$ cat src/shared/uart_pkg.sv
// Constants shared by the baud generator and the serial interrupt block
package uart_pkg;
  // ---------------------------------------------------------------
  // Clocking
  // ---------------------------------------------------------------
  localparam int unsigned CLK_HZ = 250_000_000;
  localparam int unsigned OSC_HZ = 1_846_200;
  localparam int unsigned OSC_HALF_CYCLES = CLK_HZ / (2 * OSC_HZ);
  localparam int unsigned TICKS_PER_BIT = 16;
  localparam int unsigned TIMEOUT_CHARS = 4;
  localparam int unsigned DATA_BITS_MIN = 5;
  // ---------------------------------------------------------------
  // Register indexes; byte address is four times the index
  // ---------------------------------------------------------------
  localparam logic [3:0] IDX_DATA = 4'h0;
  localparam logic [3:0] IDX_IEN = 4'h1;
  localparam logic [3:0] IDX_IID = 4'h2;
  localparam logic [3:0] IDX_LCTL = 4'h3;
  localparam logic [3:0] IDX_LSTAT = 4'h5;
  localparam logic [3:0] IDX_CFG = 4'h8;
  // ---------------------------------------------------------------
  // Field positions and codes
  // ---------------------------------------------------------------
  localparam int unsigned LATCH_ACCESS_BIT = 7;
  localparam int unsigned PARITY_BIT = 3;
  localparam int unsigned STOP2_BIT = 2;
  localparam int unsigned IEN_RDA_BIT = 0;
  localparam int unsigned IEN_HOLDING_EMPTY_FLAG_BIT = 1;
  localparam int unsigned IEN_RLS_BIT = 2;
  localparam int unsigned FCR_EN_BIT = 0;
  localparam int unsigned FCR_RXRST_BIT = 1;
  localparam int unsigned FCR_TXRST_BIT = 2;
  localparam int unsigned CFG_HS_BIT = 0;
  localparam logic [3:0] IID_NONE = 4'h1;
  localparam logic [3:0] IID_RLS = 4'h6;
  localparam logic [3:0] IID_RDA = 4'h4;
  localparam logic [3:0] IID_TMO = 4'hc;
  localparam logic [3:0] IID_HOLDING_EMPTY_FLAG = 4'h2;
  localparam logic [1:0] IID_FIFO_MARK = 2'h3;
  localparam logic [4:0] TRIG_L0 = 5'h01;
  localparam logic [4:0] TRIG_L1 = 5'h04;
  localparam logic [4:0] TRIG_L2 = 5'h08;
  localparam logic [4:0] TRIG_L3 = 5'h0e;
  localparam logic [15:0] DIV_HS_X2 = 16'h8002;
  localparam logic [15:0] DIV_HS_X4 = 16'h8001;
  localparam logic [15:0] DIV_RESET = 16'h0000;
  localparam logic [7:0] REG8_RESET = 8'h00;
  localparam logic [1:0] RESP_OKAY = 2'h0;
  localparam logic [1:0] RESP_SLVERR = 2'h2;
endpackage

$ cat src/rtl/uart_baud_fifo_irq.sv
// Serial port baud generation and FIFO-mode interrupt logic, AXI4-Lite registers
// Notes on behaviour
// - Divisor 1..65535 gives 16x baud clock
// - Divisor held as low and high bytes
// - Divisor byte write reloads baud counter
// - Divisor zero divides input clock by three
// - Divisor one outputs inverted oscillator
// - Divisor two gives half-duty divide by two
// - Three or more: low two, high rest
// - High-speed bit: 32770 doubles, 32769 quadruples
// - Trigger level raises receive data interrupt
// - Line status beats received data
// - Data ready sets on push, clears empty
// - Timeout after four idle character times
// - Timeout counted on receive baud clock
// - CPU read clears timeout, restarts timer
// - Timer restarts on receive or read
// - Transmit empty interrupt; write or identification-read clears
// - Empty indication delayed after single byte
// - FIFO enable change raises transmit interrupt
// - Timeout ranks below received data; empty shares holding
// - Divisor reachable only with latch access set
`timescale 1ns/1ps
module uart_baud_fifo_irq #(
  parameter int unsigned OSC_HALF = uart_pkg::OSC_HALF_CYCLES,
  parameter int unsigned FIFO_DEPTH = 16
) (
  input wire logic aclk,
  input wire logic aresetn,
  input wire logic [5:0] awaddr,
  input wire logic awvalid,
  output logic awready,
  input wire logic [31:0] wdata,
  input wire logic [3:0] wstrb,
  input wire logic wvalid,
  output logic wready,
  output logic [1:0] bresp,
  output logic bvalid,
  input wire logic bready,
  input wire logic [5:0] araddr,
  input wire logic arvalid,
  output logic arready,
  output logic [31:0] rdata,
  output logic [1:0] rresp,
  output logic rvalid,
  input wire logic rready,
  input wire logic rx_push,
  input wire logic [4:0] rx_level,
  input wire logic [7:0] rx_data,
  input wire logic [3:0] rx_err_bits,
  input wire logic rx_fifo_err,
  output logic rx_pop,
  input wire logic [4:0] tx_level,
  input wire logic tx_idle,
  output logic tx_push,
  output logic [7:0] tx_wdata,
  output logic line_status_read,
  output logic rx_fifo_clear,
  output logic tx_fifo_clear,
  output logic baud16,
  output logic baud_tick,
  output logic uart_irq
);
  // ---------------------------------------------------------------
  // Parameter checks
  // ---------------------------------------------------------------
  if (OSC_HALF < 4 || OSC_HALF > 255) begin : g_bad_osc
    $error("OSC_HALF must be 4..255");
  end
  if (FIFO_DEPTH != 16) begin : g_bad_depth
    $error("FIFO_DEPTH must be 16 to match the level ports");
  end

  // ---------------------------------------------------------------
  // Register state
  // ---------------------------------------------------------------
  logic [15:0] div_ff;
  logic [7:0] ien_ff, fcr_ff, lctl_ff;
  logic hs_ff;
  logic aw_held_ff, w_held_ff;
  logic [3:0] aw_idx_ff;
  logic [7:0] wbyte_ff;
  logic wlane_ff;
  logic [1:0] bresp_ff, rresp_ff;
  logic bvalid_ff, rvalid_ff;
  logic [31:0] rdata_ff;
  logic rx_pop_ff, tx_push_ff, lsr_rd_ff, rxclr_ff, txclr_ff;
  logic [7:0] tx_wdata_ff;

  logic latch_access_bit, fifo_en;
  assign latch_access_bit = lctl_ff[uart_pkg::LATCH_ACCESS_BIT];
  assign fifo_en = fcr_ff[uart_pkg::FCR_EN_BIT];

  // ---------------------------------------------------------------
  // AXI4-Lite write path
  // ---------------------------------------------------------------
  logic wr_go, wr_en, wr_map;
  logic wr_div_lo, wr_div_hi, wr_thr, wr_ien, wr_fcr, wr_lctl, wr_cfg;
  assign awready = !aw_held_ff && !bvalid_ff;
  assign wready = !w_held_ff && !bvalid_ff;
  assign wr_go = aw_held_ff && w_held_ff;
  assign wr_en = wr_go && wlane_ff;
  assign wr_div_lo = wr_en && aw_idx_ff == uart_pkg::IDX_DATA && latch_access_bit;
  assign wr_thr = wr_en && aw_idx_ff == uart_pkg::IDX_DATA && !latch_access_bit;
  assign wr_div_hi = wr_en && aw_idx_ff == uart_pkg::IDX_IEN && latch_access_bit;
  assign wr_ien = wr_en && aw_idx_ff == uart_pkg::IDX_IEN && !latch_access_bit;
  assign wr_fcr = wr_en && aw_idx_ff == uart_pkg::IDX_IID;
  assign wr_lctl = wr_en && aw_idx_ff == uart_pkg::IDX_LCTL;
  assign wr_cfg = wr_en && aw_idx_ff == uart_pkg::IDX_CFG;
  assign wr_map = aw_idx_ff == uart_pkg::IDX_DATA || aw_idx_ff == uart_pkg::IDX_IEN ||
                  aw_idx_ff == uart_pkg::IDX_IID || aw_idx_ff == uart_pkg::IDX_LCTL ||
                  aw_idx_ff == uart_pkg::IDX_LSTAT || aw_idx_ff == uart_pkg::IDX_CFG;

  always_ff @(posedge aclk) begin
    if (!aresetn) begin
      aw_held_ff <= 1'b0;
      w_held_ff <= 1'b0;
      aw_idx_ff <= 4'h0;
      wbyte_ff <= uart_pkg::REG8_RESET;
      wlane_ff <= 1'b0;
      bvalid_ff <= 1'b0;
      bresp_ff <= uart_pkg::RESP_OKAY;
    end else begin
      if (awvalid && awready) begin
        aw_held_ff <= 1'b1;
        aw_idx_ff <= awaddr[5:2];
      end else if (wr_go) begin
        aw_held_ff <= 1'b0;
      end
      if (wvalid && wready) begin
        w_held_ff <= 1'b1;
        wbyte_ff <= wdata[7:0];
        wlane_ff <= wstrb[0];
      end else if (wr_go) begin
        w_held_ff <= 1'b0;
      end
      if (wr_go) begin
        bvalid_ff <= 1'b1;
        bresp_ff <= wr_map ? uart_pkg::RESP_OKAY : uart_pkg::RESP_SLVERR;
      end else if (bready) begin
        bvalid_ff <= 1'b0;
      end
    end
  end
  assign bvalid = bvalid_ff;
  assign bresp = bresp_ff;

  // ---------------------------------------------------------------
  // Control registers
  // ---------------------------------------------------------------
  always_ff @(posedge aclk) begin
    if (!aresetn) begin
      div_ff <= uart_pkg::DIV_RESET;
      ien_ff <= uart_pkg::REG8_RESET;
      fcr_ff <= uart_pkg::REG8_RESET;
      lctl_ff <= uart_pkg::REG8_RESET;
      hs_ff <= 1'b0;
    end else begin
      if (wr_div_lo) div_ff[7:0] <= wbyte_ff;
      if (wr_div_hi) div_ff[15:8] <= wbyte_ff;
      if (wr_ien) ien_ff <= {4'h0, wbyte_ff[3:0]};
      if (wr_fcr) fcr_ff <= {wbyte_ff[7:6], 3'h0, wbyte_ff[2:0]};
      if (wr_lctl) lctl_ff <= wbyte_ff;
      if (wr_cfg) hs_ff <= wbyte_ff[uart_pkg::CFG_HS_BIT];
    end
  end

  // Side-effect pulses to the FIFO logic, one cycle after the access
  logic fifo_enable_bit_chg, rd_go, rd_rbr, rd_iid, rd_lsr;
  assign fifo_enable_bit_chg = wr_fcr && (wbyte_ff[uart_pkg::FCR_EN_BIT] != fifo_en);
  always_ff @(posedge aclk) begin
    if (!aresetn) begin
      tx_push_ff <= 1'b0;
      tx_wdata_ff <= uart_pkg::REG8_RESET;
      rx_pop_ff <= 1'b0;
      lsr_rd_ff <= 1'b0;
      rxclr_ff <= 1'b0;
      txclr_ff <= 1'b0;
    end else begin
      tx_push_ff <= wr_thr;
      if (wr_thr) tx_wdata_ff <= wbyte_ff;
      rx_pop_ff <= rd_rbr;
      lsr_rd_ff <= rd_lsr;
      // Changing the FIFO enable empties both FIFOs as well
      rxclr_ff <= wr_fcr && (wbyte_ff[uart_pkg::FCR_RXRST_BIT] || fifo_enable_bit_chg);
      txclr_ff <= wr_fcr && (wbyte_ff[uart_pkg::FCR_TXRST_BIT] || fifo_enable_bit_chg);
    end
  end
  assign tx_push = tx_push_ff;
  assign tx_wdata = tx_wdata_ff;
  assign rx_pop = rx_pop_ff;
  assign line_status_read = lsr_rd_ff;
  assign rx_fifo_clear = rxclr_ff;
  assign tx_fifo_clear = txclr_ff;

  // ---------------------------------------------------------------
  // Oscillator enable and baud generator
  // ---------------------------------------------------------------
  logic [7:0] osc_cnt_ff, osc_half;
  logic osc_lvl_ff, osc_rise;
  logic [15:0] eff_div;
  always_comb begin
    osc_half = 8'(OSC_HALF);
    eff_div = div_ff;
    if (hs_ff && div_ff == uart_pkg::DIV_HS_X2) begin
      // Both fast modes divide the faster oscillator by one
      osc_half = 8'(OSC_HALF >> 1);
      eff_div = 16'h0001;
    end else if (hs_ff && div_ff == uart_pkg::DIV_HS_X4) begin
      osc_half = 8'(OSC_HALF >> 2);
      eff_div = 16'h0001;
    end
  end

  always_ff @(posedge aclk) begin
    if (!aresetn) begin
      osc_cnt_ff <= 8'h00;
      osc_lvl_ff <= 1'b0;
    end else if (osc_cnt_ff + 8'h01 >= osc_half) begin
      osc_cnt_ff <= 8'h00;
      osc_lvl_ff <= ~osc_lvl_ff;
    end else begin
      osc_cnt_ff <= 8'(osc_cnt_ff + 8'h01);
    end
  end
  assign osc_rise = !osc_lvl_ff && (osc_cnt_ff + 8'h01 >= osc_half);

  baud_generator u_baud (
    .aclk(aclk),
    .aresetn(aresetn),
    .osc_lvl(osc_lvl_ff),
    .osc_rise(osc_rise),
    .divisor(eff_div),
    .reload(wr_div_lo || wr_div_hi),
    .baud16(baud16),
    .baud_tick(baud_tick)
  );

  // ---------------------------------------------------------------
  // Character time from line settings
  // ---------------------------------------------------------------
  logic [3:0] char_bits;
  logic [7:0] char_ticks, tx_delay_ticks;
  logic [9:0] tmo_limit;
  assign char_bits = 4'(2 + uart_pkg::DATA_BITS_MIN) + {2'h0, lctl_ff[1:0]} +
                     {3'h0, lctl_ff[uart_pkg::PARITY_BIT]} +
                     {3'h0, lctl_ff[uart_pkg::STOP2_BIT]};
  assign char_ticks = 8'(char_bits * uart_pkg::TICKS_PER_BIT);
  // A second stop bit is part of the character and so of the idle time
  assign tmo_limit = 10'(char_ticks * uart_pkg::TIMEOUT_CHARS);
  assign tx_delay_ticks = 8'(char_ticks - 8'(uart_pkg::TICKS_PER_BIT));

  // ---------------------------------------------------------------
  // Receive side: data ready, trigger and timeout
  // ---------------------------------------------------------------
  logic dr_ff, tmo_ff;
  logic [9:0] tmo_cnt_ff;
  logic [4:0] trig;
  logic rda_hit, ls_hit, tmo_en;
  always_comb begin
    case (fcr_ff[7:6])
      2'h0: trig = uart_pkg::TRIG_L0;
      2'h1: trig = uart_pkg::TRIG_L1;
      2'h2: trig = uart_pkg::TRIG_L2;
      default: trig = uart_pkg::TRIG_L3;
    endcase
  end
  assign tmo_en = fifo_en && ien_ff[uart_pkg::IEN_RDA_BIT];
  assign rda_hit = tmo_en && rx_level >= trig;
  assign ls_hit = ien_ff[uart_pkg::IEN_RLS_BIT] && |rx_err_bits;

  always_ff @(posedge aclk) begin
    if (!aresetn) begin
      dr_ff <= 1'b0;
    end else if (rx_push) begin
      dr_ff <= 1'b1;
    end else if (rx_level == 5'h00) begin
      dr_ff <= 1'b0;
    end
  end

  // Timer runs on the 16x receive tick so it follows the baud rate
  always_ff @(posedge aclk) begin
    if (!aresetn) begin
      tmo_cnt_ff <= 10'h000;
      tmo_ff <= 1'b0;
    end else if (!tmo_en || rx_level == 5'h00 || rd_rbr) begin
      tmo_cnt_ff <= 10'h000;
      tmo_ff <= 1'b0;
    end else if (rx_push && !tmo_ff) begin
      tmo_cnt_ff <= 10'h000;
    end else if (baud_tick && !tmo_ff) begin
      if (tmo_cnt_ff >= tmo_limit) begin
        tmo_ff <= 1'b1;
      end else begin
        tmo_cnt_ff <= 10'(tmo_cnt_ff + 10'h001);
      end
    end
  end

  // ---------------------------------------------------------------
  // Transmit side: holding-empty flag and its interrupt
  // ---------------------------------------------------------------
  logic holding_empty_flag_ff, two_seen_ff, holding_empty_flag_irq_ff, dly_on_ff, holding_empty_flag_set;
  logic [7:0] dly_cnt_ff;
  logic tx_empty;
  assign tx_empty = tx_level == 5'h00;
  logic dly_done;
  assign dly_done = dly_on_ff && baud_tick && dly_cnt_ff + 8'h01 >= tx_delay_ticks;

  always_ff @(posedge aclk) begin
    if (!aresetn) begin
      holding_empty_flag_ff <= 1'b1;
      two_seen_ff <= 1'b0;
      dly_on_ff <= 1'b0;
      dly_cnt_ff <= 8'h00;
    end else if (!tx_empty) begin
      holding_empty_flag_ff <= 1'b0;
      dly_on_ff <= 1'b0;
      if (tx_level >= 5'h02) two_seen_ff <= 1'b1;
    end else if (!holding_empty_flag_ff && !dly_on_ff) begin
      if (!two_seen_ff && fifo_en) begin
        dly_on_ff <= 1'b1;
        dly_cnt_ff <= 8'h00;
      end else begin
        holding_empty_flag_ff <= 1'b1;
        two_seen_ff <= 1'b0;
      end
    end else if (dly_on_ff && baud_tick) begin
      if (dly_cnt_ff + 8'h01 >= tx_delay_ticks) begin
        dly_on_ff <= 1'b0;
        holding_empty_flag_ff <= 1'b1;
        two_seen_ff <= 1'b0;
      end else begin
        dly_cnt_ff <= 8'(dly_cnt_ff + 8'h01);
      end
    end
  end
  assign holding_empty_flag_set = tx_empty && !dly_on_ff && !holding_empty_flag_ff &&
                    (two_seen_ff || !fifo_en);

  logic [3:0] iid_code;
  always_ff @(posedge aclk) begin
    if (!aresetn) begin
      holding_empty_flag_irq_ff <= 1'b0;
    end else if (ien_ff[uart_pkg::IEN_HOLDING_EMPTY_FLAG_BIT] && (fifo_enable_bit_chg || holding_empty_flag_set || dly_done)) begin
      holding_empty_flag_irq_ff <= 1'b1;
    end else if (wr_thr || (rd_iid && iid_code == uart_pkg::IID_HOLDING_EMPTY_FLAG) ||
                 !ien_ff[uart_pkg::IEN_HOLDING_EMPTY_FLAG_BIT]) begin
      holding_empty_flag_irq_ff <= 1'b0;
    end
  end

  // ---------------------------------------------------------------
  // Interrupt identification
  // ---------------------------------------------------------------
  always_comb begin
    if (ls_hit) begin
      iid_code = uart_pkg::IID_RLS;
    end else if (rda_hit) begin
      iid_code = uart_pkg::IID_RDA;
    end else if (tmo_ff) begin
      iid_code = uart_pkg::IID_TMO;
    end else if (holding_empty_flag_irq_ff) begin
      iid_code = uart_pkg::IID_HOLDING_EMPTY_FLAG;
    end else begin
      iid_code = uart_pkg::IID_NONE;
    end
  end
  assign uart_irq = iid_code != uart_pkg::IID_NONE;

  // ---------------------------------------------------------------
  // AXI4-Lite read path
  // ---------------------------------------------------------------
  logic [3:0] rd_idx;
  logic [7:0] rd_byte;
  logic rd_map;
  assign arready = !rvalid_ff;
  assign rd_go = arvalid && arready;
  assign rd_idx = araddr[5:2];
  assign rd_rbr = rd_go && rd_idx == uart_pkg::IDX_DATA && !latch_access_bit;
  assign rd_iid = rd_go && rd_idx == uart_pkg::IDX_IID;
  assign rd_lsr = rd_go && rd_idx == uart_pkg::IDX_LSTAT;
  always_comb begin
    rd_map = 1'b1;
    case (rd_idx)
      uart_pkg::IDX_DATA: rd_byte = latch_access_bit ? div_ff[7:0] : rx_data;
      uart_pkg::IDX_IEN: rd_byte = latch_access_bit ? div_ff[15:8] : ien_ff;
      uart_pkg::IDX_IID: rd_byte = {fifo_en ? uart_pkg::IID_FIFO_MARK : 2'h0, 2'h0, iid_code};
      uart_pkg::IDX_LCTL: rd_byte = lctl_ff;
      uart_pkg::IDX_LSTAT: rd_byte = {rx_fifo_err & fifo_en, holding_empty_flag_ff & tx_idle, holding_empty_flag_ff,
                                      rx_err_bits, dr_ff};
      uart_pkg::IDX_CFG: rd_byte = {7'h00, hs_ff};
      default: begin
        rd_byte = 8'h00;
        rd_map = 1'b0;
      end
    endcase
  end

  always_ff @(posedge aclk) begin
    if (!aresetn) begin
      rvalid_ff <= 1'b0;
      rdata_ff <= 32'h0000_0000;
      rresp_ff <= uart_pkg::RESP_OKAY;
    end else if (rd_go) begin
      rvalid_ff <= 1'b1;
      rdata_ff <= {24'h00_0000, rd_byte};
      rresp_ff <= rd_map ? uart_pkg::RESP_OKAY : uart_pkg::RESP_SLVERR;
    end else if (rready) begin
      rvalid_ff <= 1'b0;
    end
  end
  assign rvalid = rvalid_ff;
  assign rdata = rdata_ff;
  assign rresp = rresp_ff;
endmodule

$ cat src/rtl/baud_generator.sv
// Programmable 16x baud clock generator stepped by oscillator edges
`timescale 1ns/1ps
module baud_generator (
  input wire logic aclk,
  input wire logic aresetn,
  input wire logic osc_lvl,
  input wire logic osc_rise,
  input wire logic [15:0] divisor,
  input wire logic reload,
  output logic baud16,
  output logic baud_tick
);
  logic [15:0] cnt_ff;
  logic [15:0] n_div;
  logic [15:0] low_len;
  logic prev_ff;
  logic out_nxt;

  // ---------------------------------------------------------------
  // Count and waveform
  // ---------------------------------------------------------------
  always_comb begin
    n_div = (divisor == 16'h0000) ? 16'h0003 : divisor;
    low_len = (n_div == 16'h0002) ? 16'h0001 : 16'h0002;
    if (n_div == 16'h0001) begin
      out_nxt = ~osc_lvl;
    end else begin
      out_nxt = cnt_ff > low_len;
    end
  end

  always_ff @(posedge aclk) begin
    if (!aresetn) begin
      cnt_ff <= 16'h0001;
    end else if (reload) begin
      cnt_ff <= 16'h0001;
    end else if (osc_rise) begin
      cnt_ff <= (cnt_ff >= n_div) ? 16'h0001 : 16'(cnt_ff + 16'h0001);
    end
  end

  always_ff @(posedge aclk) begin
    if (!aresetn) begin
      baud16 <= 1'b0;
      prev_ff <= 1'b0;
    end else begin
      baud16 <= out_nxt;
      prev_ff <= baud16;
    end
  end

  assign baud_tick = baud16 & ~prev_ff;
endmodule

$ cat config.mk
export PLATFORM = sky130hd
export DESIGN_NAME = uart_baud_fifo_irq
export DESIGN_NICKNAME = d
export VERILOG_FILES = /design/src/shared/uart_pkg.sv /design/src/rtl/uart_baud_fifo_irq.sv /design/src/rtl/baud_generator.sv
export SDC_FILE = /design/constraint.sdc
export NUM_CORES = 1
export LEC_CHECK = 0
export CORE_AREA = 5 5 149 108
export CTS_CLUSTER_DIAMETER = 200
export CTS_CLUSTER_SIZE = 40
export DETAILED_ROUTE_END_ITERATION = 10
export DIE_AREA = 0 0 154 113
export DONT_BUFFER_PORTS = 1
export GPL_TIMING_DRIVEN = 0
export HOLD_SLACK_MARGIN = 0.08
export SYNTH_ARGS = -nofsm -noshare
export SYNTH_HDL_FRONTEND = slang
export SYNTH_SLANG_ARGS = --single-unit
$ cat constraint.sdc
create_clock -name aclk -period 4.9 [get_ports aclk]
set_input_delay 0.49 -clock aclk [delete_from_list [all_inputs] [get_ports aclk]]
set_output_delay 0.49 -clock aclk [all_outputs]
set_load 0.01 [all_outputs]
==> run metrics, run 1 <==
status complete, no violations; Logic pwr share 0.067; FP Rows 37; Max-Cap Viols 0; # resized after CTS 0; die area 17,400 um^2; number of flops mapped to enable cells by yosys 0; clk_lat worst skew 0.42 ns; PwrDens about 320 nW/um^2; CTS root buffer clkbuf_16; top cell type's share of synthesized area 0.346; Worst Hold Class in -> reg; first-pass GRT wire length roughly 30 mm; CP Launch Type flip-flop; sequential-to-total area share from yosys stat 0.346; RSZ-0062 raised after global routing false; vias in the first global route 5,774; required time of the critical path 5.25 ns; Avg Inst Size Synth roughly 8.7 um^2; router iterations before antenna repair 6; clock sinks between 100 and 150; postcts setup bufs 0; Worst Setup End Kind flip-flop; Hold Buf Count CTS 0; CP arrival 4.26 ns; Yosys reg bits around 120; part of the power in registers 0.408; vias 6,045; core area 14,400 um^2; fillcell total 1,330; n_diodes 0; GRT Overall Usage 0.224; Num CTS Buffers 17; DP Wirelength ~15 mm; drt via density approximately 5.7; Worst-Margin Slew between 1 and 1.5 ns; Hold Slack just over 0.2 ns; yosys warns 0; Internal Dissipation between 0.0015 and 0.002 W; H-tree depth 4; max frequency around 260 MHz; minimum clock period just under 4 ns; layout cells sized above 1 0.103; Tcrit/Tclk final 0.798; Starting Density 0.492; largest net degree at the start of global routing 17; Primary FF master, synth dfxtp_1; Clock power frac 0.524; RePlAce Congestion 0.914; Synth area leaders dfxtp_1, ha_1, mux2i_1; die height roughly 110 um; commonest cells after routing, fill and taps aside dfxtp_1, nor2b_1, nand2_1; Antenna Violating Nets Remaining 0; Ports between 100 and 150; clk buf depth 2; CTS tree built; library cells used by synthesis 73; width of the die approximately 150 um; wire per inst approximately 18 um; most common cell after layout, fill and taps aside dfxtp_1; port bufs 0; Clk pin slew, worst setup/hold paths 0.06 ns; initial antenna violation count 0; final hold violations 0; Post-synth ARST share 0; leading area contributor after synthesis dfxtp_1; Max VDD drop between 200 and 250 uV; Final Setup Violations 0; final net count around 990; total gr overflow 0; Lkg Pwr 3.24 nW; fraction of power spent switching nets 0.237; worst-path maximum fanout 5; Syn Inst Count 815; Switching Power between 0.0006 and 0.0007 W; critical setup path kind reg -> reg; Slew HR 0.110; final setup TNS 0 ns; Clock Skew about 0.010 ns; final wirelength 19.5 mm; DRC errors left 0; Cell Area, Synth 7110 um^2; Starting DRT DRC Count roughly 620; area grow syn2layout 13.7%; Slew Viols, Final 0
## cells in the mapped netlist, types with 4 or more instances
library cell    n
a21boi_0       16
dfxtp_1       123
clkbuf_1       26
and2_1          6
nor2_1         51
inv_1          44
nor3_1         10
o21ai_0        34
o21a_1          7
ha_1           45
mux2i_1        51
nand3_1        22
nor3b_1         8
a211oi_1        4
xnor2_1        10
or4_1           5
nand2b_1       12
a21oi_1        34
xor2_1         20
or2_2           5
nand3b_1        5
a31oi_1         7
nor2b_1        63
a22oi_1        11
nand2_1        52
and3_1         16
nand4_1        10
nor4_1         17
a21o_1          5
mux2_2          5
buf_4          26
## worst max-delay path, stage by stage (launching register included)
cell,delay [ns]
dfxtp_1,0.41
inv_1,0.07
ha_1,0.27
inv_1,0.04
ha_1,0.20
fa_1,0.52
inv_1,0.07
ha_1,0.21
xnor2_1,0.13
ha_1,0.29
and3_1,0.18
o2111ai_1,0.16
a32o_1,0.35
o21ai_0,0.61
a22oi_1,0.20
nor2b_1,0.14
## worst paths after layout
path	startpoint	to	slack, ns	cells after the start
min	arvalid	rvalid$_SDFFE_PN0P_	0.20	1
max	lctl_ff[0]$_SDFFE_PN0P_	dly_cnt_ff[6]$_SDFFE_PN0P_	0.99	15
min reg2reg	ien_ff[1]$_SDFFE_PN0P_	holding_empty_flag_irq_ff$_SDFFE_PN0P_	0.46	2
max reg2reg	lctl_ff[0]$_SDFFE_PN0P_	dly_cnt_ff[6]$_SDFFE_PN0P_	0.99	15
## state kept, by name, summed over array words and instances (netlist names), 3 cells and up
signal / count
tmo_cnt_ff: 10
u_baud.cnt_ff: 16
div_ff: 16
tx_wdata: 8
rdata: 8
dly_cnt_ff: 8
ien_ff: 4
lctl_ff: 8
osc_cnt_ff: 8
wbyte_ff: 8
fcr_ff: 3
aw_idx_ff: 4
## through the flow
step                      cell area [um^2]  setup slack, ns  utilization  instances  power [W]
after floorplan                       7210             1.69            -        841    0.00119
after global placement                7450             1.12        0.516       1036    0.00123
after detailed placement              7450             1.06        0.516       1036    0.00124
after CTS                             8090             1.03        0.560       1068    0.00258
after global routing                  8090            0.786        0.560       1068    0.00265
final                                 8090            0.992        0.560       1068    0.00257
## layer usage
metal / wire length [um] / GRT usage / vias to the layer above
li1: - / - / 2945
met1: 9800 / 0.331 / 2841
met2: 7550 / 0.310 / 238
met3: 1920 / 0.0776 / 21
met4: 242 / 0.0535 / 0
met5: 0 / 0 / -
## power by group through the flow
stage | logic, W | clock network (W) | registers [W]
6_report | 0.000173 | 0.00135 | 0.00105
5_1_grt | 0.000191 | 0.00141 | 0.00105
3_5_place_dp | 0.000170 | 0 | 0.00107
4_1_cts | 0.000171 | 0.00136 | 0.00105
3_3_place_gp | 0.000166 | 0 | 0.00107
2_1_floorplan | 0.000133 | 0 | 0.00106
## cells by family (layout without fill, tap and decap cells)
group | Yosys count | after routing | synth area share
AOI/OAI and AO/OA | 160 | 160 | 0.158
xor gates and xnor gates | 30 | 30 | 0.0369
adders and majority gates | 46 | 46 | 0.0820
buffers and inverters | 101 | 133 | 0.0677
DFF | 123 | 123 | 0.346
muxes | 56 | 56 | 0.0797
other | 1 | 27 | 0.000527
and+or+nand+nor | 298 | 298 | 0.229
## cell type report
type,instances,area [um^2],area share
multi-input combinational,617,4270,0.527
tap,195,244,0.0302
clock buffer,19,443,0.0547
clock inverter,13,193,0.0238
buffer,57,317,0.0391
inverter,44,165,0.0204
sequential,123,2460,0.304
Note: power is estimated with default switching activity, not from simulation.
==> run 2: changes to the inputs <==
--- a/config.mk
+++ b/config.mk
@@ -13,6 +13,7 @@
 export DONT_BUFFER_PORTS = 1
 export GPL_TIMING_DRIVEN = 0
 export HOLD_SLACK_MARGIN = 0.08
+export PLACE_DENSITY = 0.67
 export SYNTH_ARGS = -nofsm -noshare
 export SYNTH_HDL_FRONTEND = slang
 export SYNTH_SLANG_ARGS = --single-unit
==> constraint.sdc (replaced) <==
create_clock -name aclk -period 3.19 [get_ports aclk]
set_input_delay 0.319 -clock aclk [delete_from_list [all_inputs] [get_ports aclk]]
set_output_delay 0.319 -clock aclk [all_outputs]
set_load 0.01 [all_outputs]
==> run 2 against run 1 <==
Compared with the run above: critical endpoint is now tmo_cnt_ff[6]$_SDFFE_PP0P_; the flow now finishes with violations (setup timing); worst hold slack worse by 0.11 ns; die area unchanged; clock power up 39%.
==> run metrics, run 2 (synthesized netlist as in run 1, its figures left out) <==
CP Launch Type flip-flop; Worst-Margin Slew roughly 1.2 ns; fillcell total ~1,300; most common cell after layout, fill and taps aside dfxtp_1; Logic pwr share 0.078; Worst Setup Slack, final -0.147 ns; status complete, but fails checks; Lkg Pwr 3.39 nW; Critical-path top delay cell fa_1; width of the die around 150 um; Starting Density 0.492; failing checks setup timing; Tcrit/Tclk final 1.05; minimum clock period 3.34 ns; Clk pin slew, worst setup/hold paths ~0.06 ns; Hold Slack ~0.098 ns; Starting DRT DRC Count around 590; Internal Dissipation about 0.0029 W; Num CTS Buffers 17; layout cells sized above 1 0.150; H-tree depth 4; die area between 15,000 and 20,000 um^2; Worst Reg-to-Reg Cells 12; total gr overflow 0; final net count between 1,000 and 1,500; RSZ-0062 raised after global routing true; n_diodes 0; commonest cells after routing, fill and taps aside dfxtp_1, nor2b_1, nand2_1; fin area 8520 um^2; Clock power frac 0.496; Slew HR 0.177; clk_lat worst skew 0.43 ns; part of the power in registers 0.426; hold path start rx_err_bits[2]; Worst Hold Class in -> reg; vias ~6,000; RePlAce Congestion between 0.8 and 0.9; total power around 0.0038 W; Max VDD drop approximately 350 uV; area grow syn2layout 19.8%; clk buf depth 2; required time of the critical path between 3 and 4 ns; CP arrival between 3 and 4 ns; CTS root buffer clkbuf_16; first-pass GRT wire length 31.4 mm; PwrDens 444 nW/um^2; Top delay family on crit path adder cells; Clock Skew 0.00779 ns; GRT Overall Usage 0.228; DRC errors left 0; worst path cell trace inv_2 -> ha_4 -> inv_2 -> ha_4 -> fa_1 -> inv_2 -> ha_1 -> a2111oi_4 -> o2111ai_4 -> buf_4 -> or3_2 -> a21oi_1; worst-path maximum fanout 6; Switching Power between 0.0009 and 0.001 W; Ports 137; RR Endpoint tmo_cnt_ff[6]$_SDFFE_PP0P_; drt via density approximately 5.6; worst reg2reg startpoint lctl_ff[0]$_SDFFE_PN0P_; largest registers div_ff (16), u_baud.cnt_ff (16), tmo_cnt_ff (10); final hold violations 0; Antenna Violating Nets Remaining 0; clock sinks 123; hold endpoint rdata[3]$_SDFFE_PN0P_; most frequent CP cell inv_2; Buf/Inv on CP 4; Final Setup Violations 11; fraction of power spent switching nets 0.239; FP Rows 37; final wirelength approximately 20 mm; FF-to-FF setup slack -0.15 ns; Worst Setup End Kind flip-flop; CTS tree built; max frequency around 300 MHz; router iterations before antenna repair 6; port bufs 0; initial antenna violation count 0; die height 113 um; core area between 10,000 and 15,000 um^2; critical setup path kind reg -> reg; Max-Cap Viols 0; WHS Path Cells 2; area post-placement around 7500 um^2; largest net degree at the start of global routing 17; DP Wirelength about 14 mm; max incr delay on CP 0.54 ns; wire per inst 18.3 um; vias in the first global route between 5,000 and 6,000; Slew Viols, Final 0
## run 2: layer usage
layer  track usage  share of wire
met5             0              0
met3         0.101           0.11
met1         0.335           0.49
met4        0.0612          0.017
met2         0.299           0.38
## run 2: worst reg2reg max path, cell delays in order, from the launching register on
cell	delay, ns
dfxtp_4	0.36
inv_2	0.04
ha_4	0.25
inv_2	0.04
ha_4	0.15
fa_1	0.54
inv_2	0.08
ha_1	0.33
a2111oi_4	0.47
o2111ai_4	0.21
buf_4	0.20
or3_2	0.44
a21oi_1	0.14
## run 2: through the flow
step	setup TNS, ns	utilization	setup WS [ns]	std cells
floorplan	0	-	0.0497	841
global placement	-5.17	0.516	-0.417	1036
detailed placement	-6.71	0.516	-0.480	1036
CTS	-0.273	0.581	-0.0471	1090
global route	-2.12	0.590	-0.202	1096
finish	-0.903	0.590	-0.147	1096
## run 2: how the worst max path moves through the flow
stage                             from                         end  slack, ns  cells after the start
2_1_floorplan  lctl_ff[0]$_SDFFE_PN0P_  tmo_cnt_ff[7]$_SDFFE_PP0P_       0.05                     12
3_3_place_gp   lctl_ff[0]$_SDFFE_PN0P_  dly_cnt_ff[1]$_SDFFE_PN0P_      -0.42                     15
3_5_place_dp   lctl_ff[0]$_SDFFE_PN0P_  dly_cnt_ff[7]$_SDFFE_PN0P_      -0.48                     15
4_1_cts        lctl_ff[0]$_SDFFE_PN0P_  dly_cnt_ff[1]$_SDFFE_PN0P_      -0.05                     15
5_1_grt        lctl_ff[0]$_SDFFE_PN0P_  dly_cnt_ff[6]$_SDFFE_PN0P_      -0.20                     15
6_report       lctl_ff[0]$_SDFFE_PN0P_  tmo_cnt_ff[6]$_SDFFE_PP0P_      -0.15                     12
## run 2: power by group through the flow
stage	combinational, W	sequential (W)	clock, W
global placement	0.000256	0.00164	0
floorplan	0.000205	0.00163	0
global route	0.000328	0.00161	0.00198
finish	0.000296	0.00161	0.00187
detailed placement	0.000260	0.00164	0
CTS	0.000284	0.00161	0.00190
## run 2: final cells by class
| class | instances | area [um^2] | share of cell area |
|---|---|---|---|
| Clock buffer | 24 | 512 | 0.0601 |
| Buffer | 57 | 322 | 0.0377 |
| Tap cell | 195 | 244 | 0.0286 |
| Sequential cell | 123 | 2470 | 0.290 |
| Multi-Input combinational cell | 617 | 4480 | 0.526 |
| Inverter | 44 | 165 | 0.0194 |
| Timing Repair Buffer | 30 | 269 | 0.0316 |
| Clock inverter | 6 | 61.3 | 0.00720 |
## run 2: timing repair
| item | in CTS | in global routing |
|---|---|---|
| setup buffers | 8 | 6 |
| setup endpoints to repair | 29 | 40 |
| pin swaps | 17 | 12 |
| cloned | 0 | 0 |
| gates resized for setup | 33 | 22 |
| hold buffers | 16 | 0 |
| endpoints found under the hold margin | 15 | 0 |
==> run 3: changes to the inputs <==
--- a/config.mk
+++ b/config.mk
@@ -5,15 +5,14 @@
 export SDC_FILE = /design/constraint.sdc
 export NUM_CORES = 1
 export LEC_CHECK = 0
-export CORE_AREA = 5 5 149 108
+export CORE_AREA = 5 5 175 126
 export CTS_CLUSTER_DIAMETER = 200
 export CTS_CLUSTER_SIZE = 40
 export DETAILED_ROUTE_END_ITERATION = 10
-export DIE_AREA = 0 0 154 113
+export DIE_AREA = 0 0 180 131
 export DONT_BUFFER_PORTS = 1
 export GPL_TIMING_DRIVEN = 0
 export HOLD_SLACK_MARGIN = 0.08
-export PLACE_DENSITY = 0.67
 export SYNTH_ARGS = -nofsm -noshare
 export SYNTH_HDL_FRONTEND = slang
 export SYNTH_SLANG_ARGS = --single-unit
==> constraint.sdc (replaced) <==
create_clock -name aclk -period 3.1 [get_ports aclk]
set_input_delay 0.31 -clock aclk [delete_from_list [all_inputs] [get_ports aclk]]
set_output_delay 0.31 -clock aclk [all_outputs]
set_load 0.01 [all_outputs]
==> run 3 against run 2 <==
Compared with the run above: the flow still finishes with violations (setup timing); clock power is 7% higher; combinational power up 8.8%; critical path depth up 3; first-iteration DRC count decreased by 6.8%; fmax increased by 3.1%; final cell count rose by 8.3%; non-clock buffer count up 10; global-route usage decreased by 5.5 points; count of clock-buffer cells in the layout fell by 4; core utilization down 15 points; critical endpoint is now holding_empty_flag_ff$_SDFFE_PN1P_; largest power group unchanged; highest routed layer unchanged.
==> run metrics, run 3 (synthesized netlist as in run 1, its figures left out) <==
width of the die roughly 180 um; Clock Skew between 0.008 and 0.009 ns; hold path start bready; first-pass GRT wire length roughly 32 mm; max incr delay on CP 0.51 ns; commonest cells after routing, fill and taps aside dfxtp_1, nor2b_1, nand2_1, mux2i_1, nor2_1; required time of the critical path between 3 and 4 ns; Starting DRT DRC Count ~550; Slew Viols, Final 0; total power ~0.0040 W; WHS Path Cells 2; drt via density 5.21; Final Setup Violations 12; GRT Overall Usage 0.174; Worst Reg-to-Reg Cells 15; largest registers div_ff (16), u_baud.cnt_ff (16), tmo_cnt_ff (10); clock sinks 123; CP Launch Type flip-flop; n_diodes 0; hold endpoint bvalid$_SDFFE_PN0P_; core area ~20,000 um^2; Worst Setup Slack, final -0.138 ns; Buf/Inv on CP 4; register area between 2000 and 2500 um^2; fillcell total about 2,000; final hold violations 0; final wirelength around 21 mm; CTS tree built; failing checks setup timing; CP arrival between 3 and 4 ns; layout cells sized above 1 0.181; DRC errors left 0; FF-to-FF setup slack -0.14 ns; max frequency just over 300 MHz; Hold Slack about 0.11 ns; Internal Dissipation between 0.003 and 0.004 W; die area between 20,000 and 25,000 um^2; FP Rows 44; RSZ-0062 raised after global routing true; router iterations before antenna repair 5; port bufs 0; final net count around 1,000; clk buf depth 2; final setup TNS -0.947 ns; area grow syn2layout 25.0%; vias in the first global route 5,573; minimum clock period approximately 3.2 ns; Logic pwr share 0.081; Antenna Violating Nets Remaining 0; Max VDD drop about 360 uV; largest net degree at the start of global routing 17; most frequent CP cell ha_4; status complete, but fails checks; initial antenna violation count 0; critical setup path kind reg -> reg; number of instances in the placed design roughly 1,100; Starting Density 0.350; area of the multi-input gates around 4600 um^2; Critical-path top delay cell fa_1; Top delay family on crit path adder cells; Clk pin slew, worst setup/hold paths 0.06 ns; RR Endpoint holding_empty_flag_ff$_SDFFE_PN1P_; RePlAce Congestion approximately 0.9; Max-Cap Viols 0; Clock power frac 0.504; Worst Hold Class in -> reg; Num CTS Buffers 17; Worst-Margin Slew roughly 1.0 ns; fin area ~8900 um^2; total gr overflow 0; Worst Setup End Kind flip-flop; Slew HR 0.314; H-tree depth 4; CTS root buffer clkbuf_16; worst path cell trace inv_2 -> ha_4 -> inv_4 -> ha_4 -> fa_1 -> inv_2 -> ha_4 -> xnor2_2 -> ha_1 -> and3_4 -> o2111ai_4 -> a32o_2 -> buf_4 -> o31ai_4 -> a31o_2; Lkg Pwr approximately 3.5 nW; die height about 130 um; most common cell after layout, fill and taps aside dfxtp_1; Switching Power approximately 0.00095 W; worst reg2reg startpoint lctl_ff[3]$_SDFFE_PN0P_; DP Wirelength between 15 and 20 mm; worst-path maximum fanout 3; Finished Layout Cells approximately 1,200; clk_lat worst skew between 0.4 and 0.5 ns; fraction of power spent switching nets 0.239; wire per inst roughly 18 um; part of the power in registers 0.415; Ports between 100 and 150; vias ~6,200; Tcrit/Tclk final 1.04; PwrDens 449 nW/um^2; area post-placement 7560 um^2
[run 3: stage by stage]
stage	worst slack, ns	util
after detailed placement	-0.549	0.372
after floorplan	-0.0119	-
after CTS	-0.103	0.421
after global placement	-0.539	0.372
final	-0.138	0.438
after global routing	-0.256	0.438
[run 3: area by class of cell]
type / count / area share
Multi-Input combinational cell: 618 / 0.522
Sequential cell: 123 / 0.278
Clock buffer: 20 / 0.0514
Timing Repair Buffer: 40 / 0.0405
Tap cell: 276 / 0.0388
Buffer: 57 / 0.0366
Inverter: 44 / 0.0189
Clock inverter: 9 / 0.0138
[run 3: worst max path at each step]
stage	from	to	slack, ns	depth (start not counted)
floorplan	lctl_ff[0]$_SDFFE_PN0P_	dly_cnt_ff[2]$_SDFFE_PN0P_	-0.01	15
global placement	lctl_ff[0]$_SDFFE_PN0P_	dly_cnt_ff[7]$_SDFFE_PN0P_	-0.54	15
detailed placement	lctl_ff[0]$_SDFFE_PN0P_	dly_cnt_ff[7]$_SDFFE_PN0P_	-0.55	15
CTS	lctl_ff[3]$_SDFFE_PN0P_	dly_cnt_ff[7]$_SDFFE_PN0P_	-0.10	15
global route	lctl_ff[3]$_SDFFE_PN0P_	dly_cnt_ff[7]$_SDFFE_PN0P_	-0.26	15
finish	lctl_ff[3]$_SDFFE_PN0P_	holding_empty_flag_ff$_SDFFE_PN1P_	-0.14	15
[run 3: power groups by stage]
stage	clock, W	combinational [W]	sequential (W)
6_report	0.00201	0.000322	0.00166
5_1_grt	0.00212	0.000353	0.00166
4_1_cts	0.00205	0.000300	0.00166
3_5_place_dp	0	0.000273	0.00169
3_3_place_gp	0	0.000269	0.00169
2_1_floorplan	0	0.000211	0.00167
[run 3: what timing repair did]
action | 4_1_cts | 5_1_grt
gates cloned | 1 | 1
gates resized for setup | 38 | 55
pin swaps | 22 | 30
hold buffers | 15 | 0
setup endpoints to repair | 33 | 44
buffers inserted | 10 | 13
endpoints found under the hold margin | 14 | 0
[run 3: layer usage]
layer	part of all wire	up-vias	GRT usage	routed length, um
met5	0	-	0	0
met4	0.0065	0	0.0349	137
met3	0.10	15	0.0645	2170
met2	0.38	246	0.227	8000
met1	0.51	2903	0.267	10700
li1	-	3025	-	-
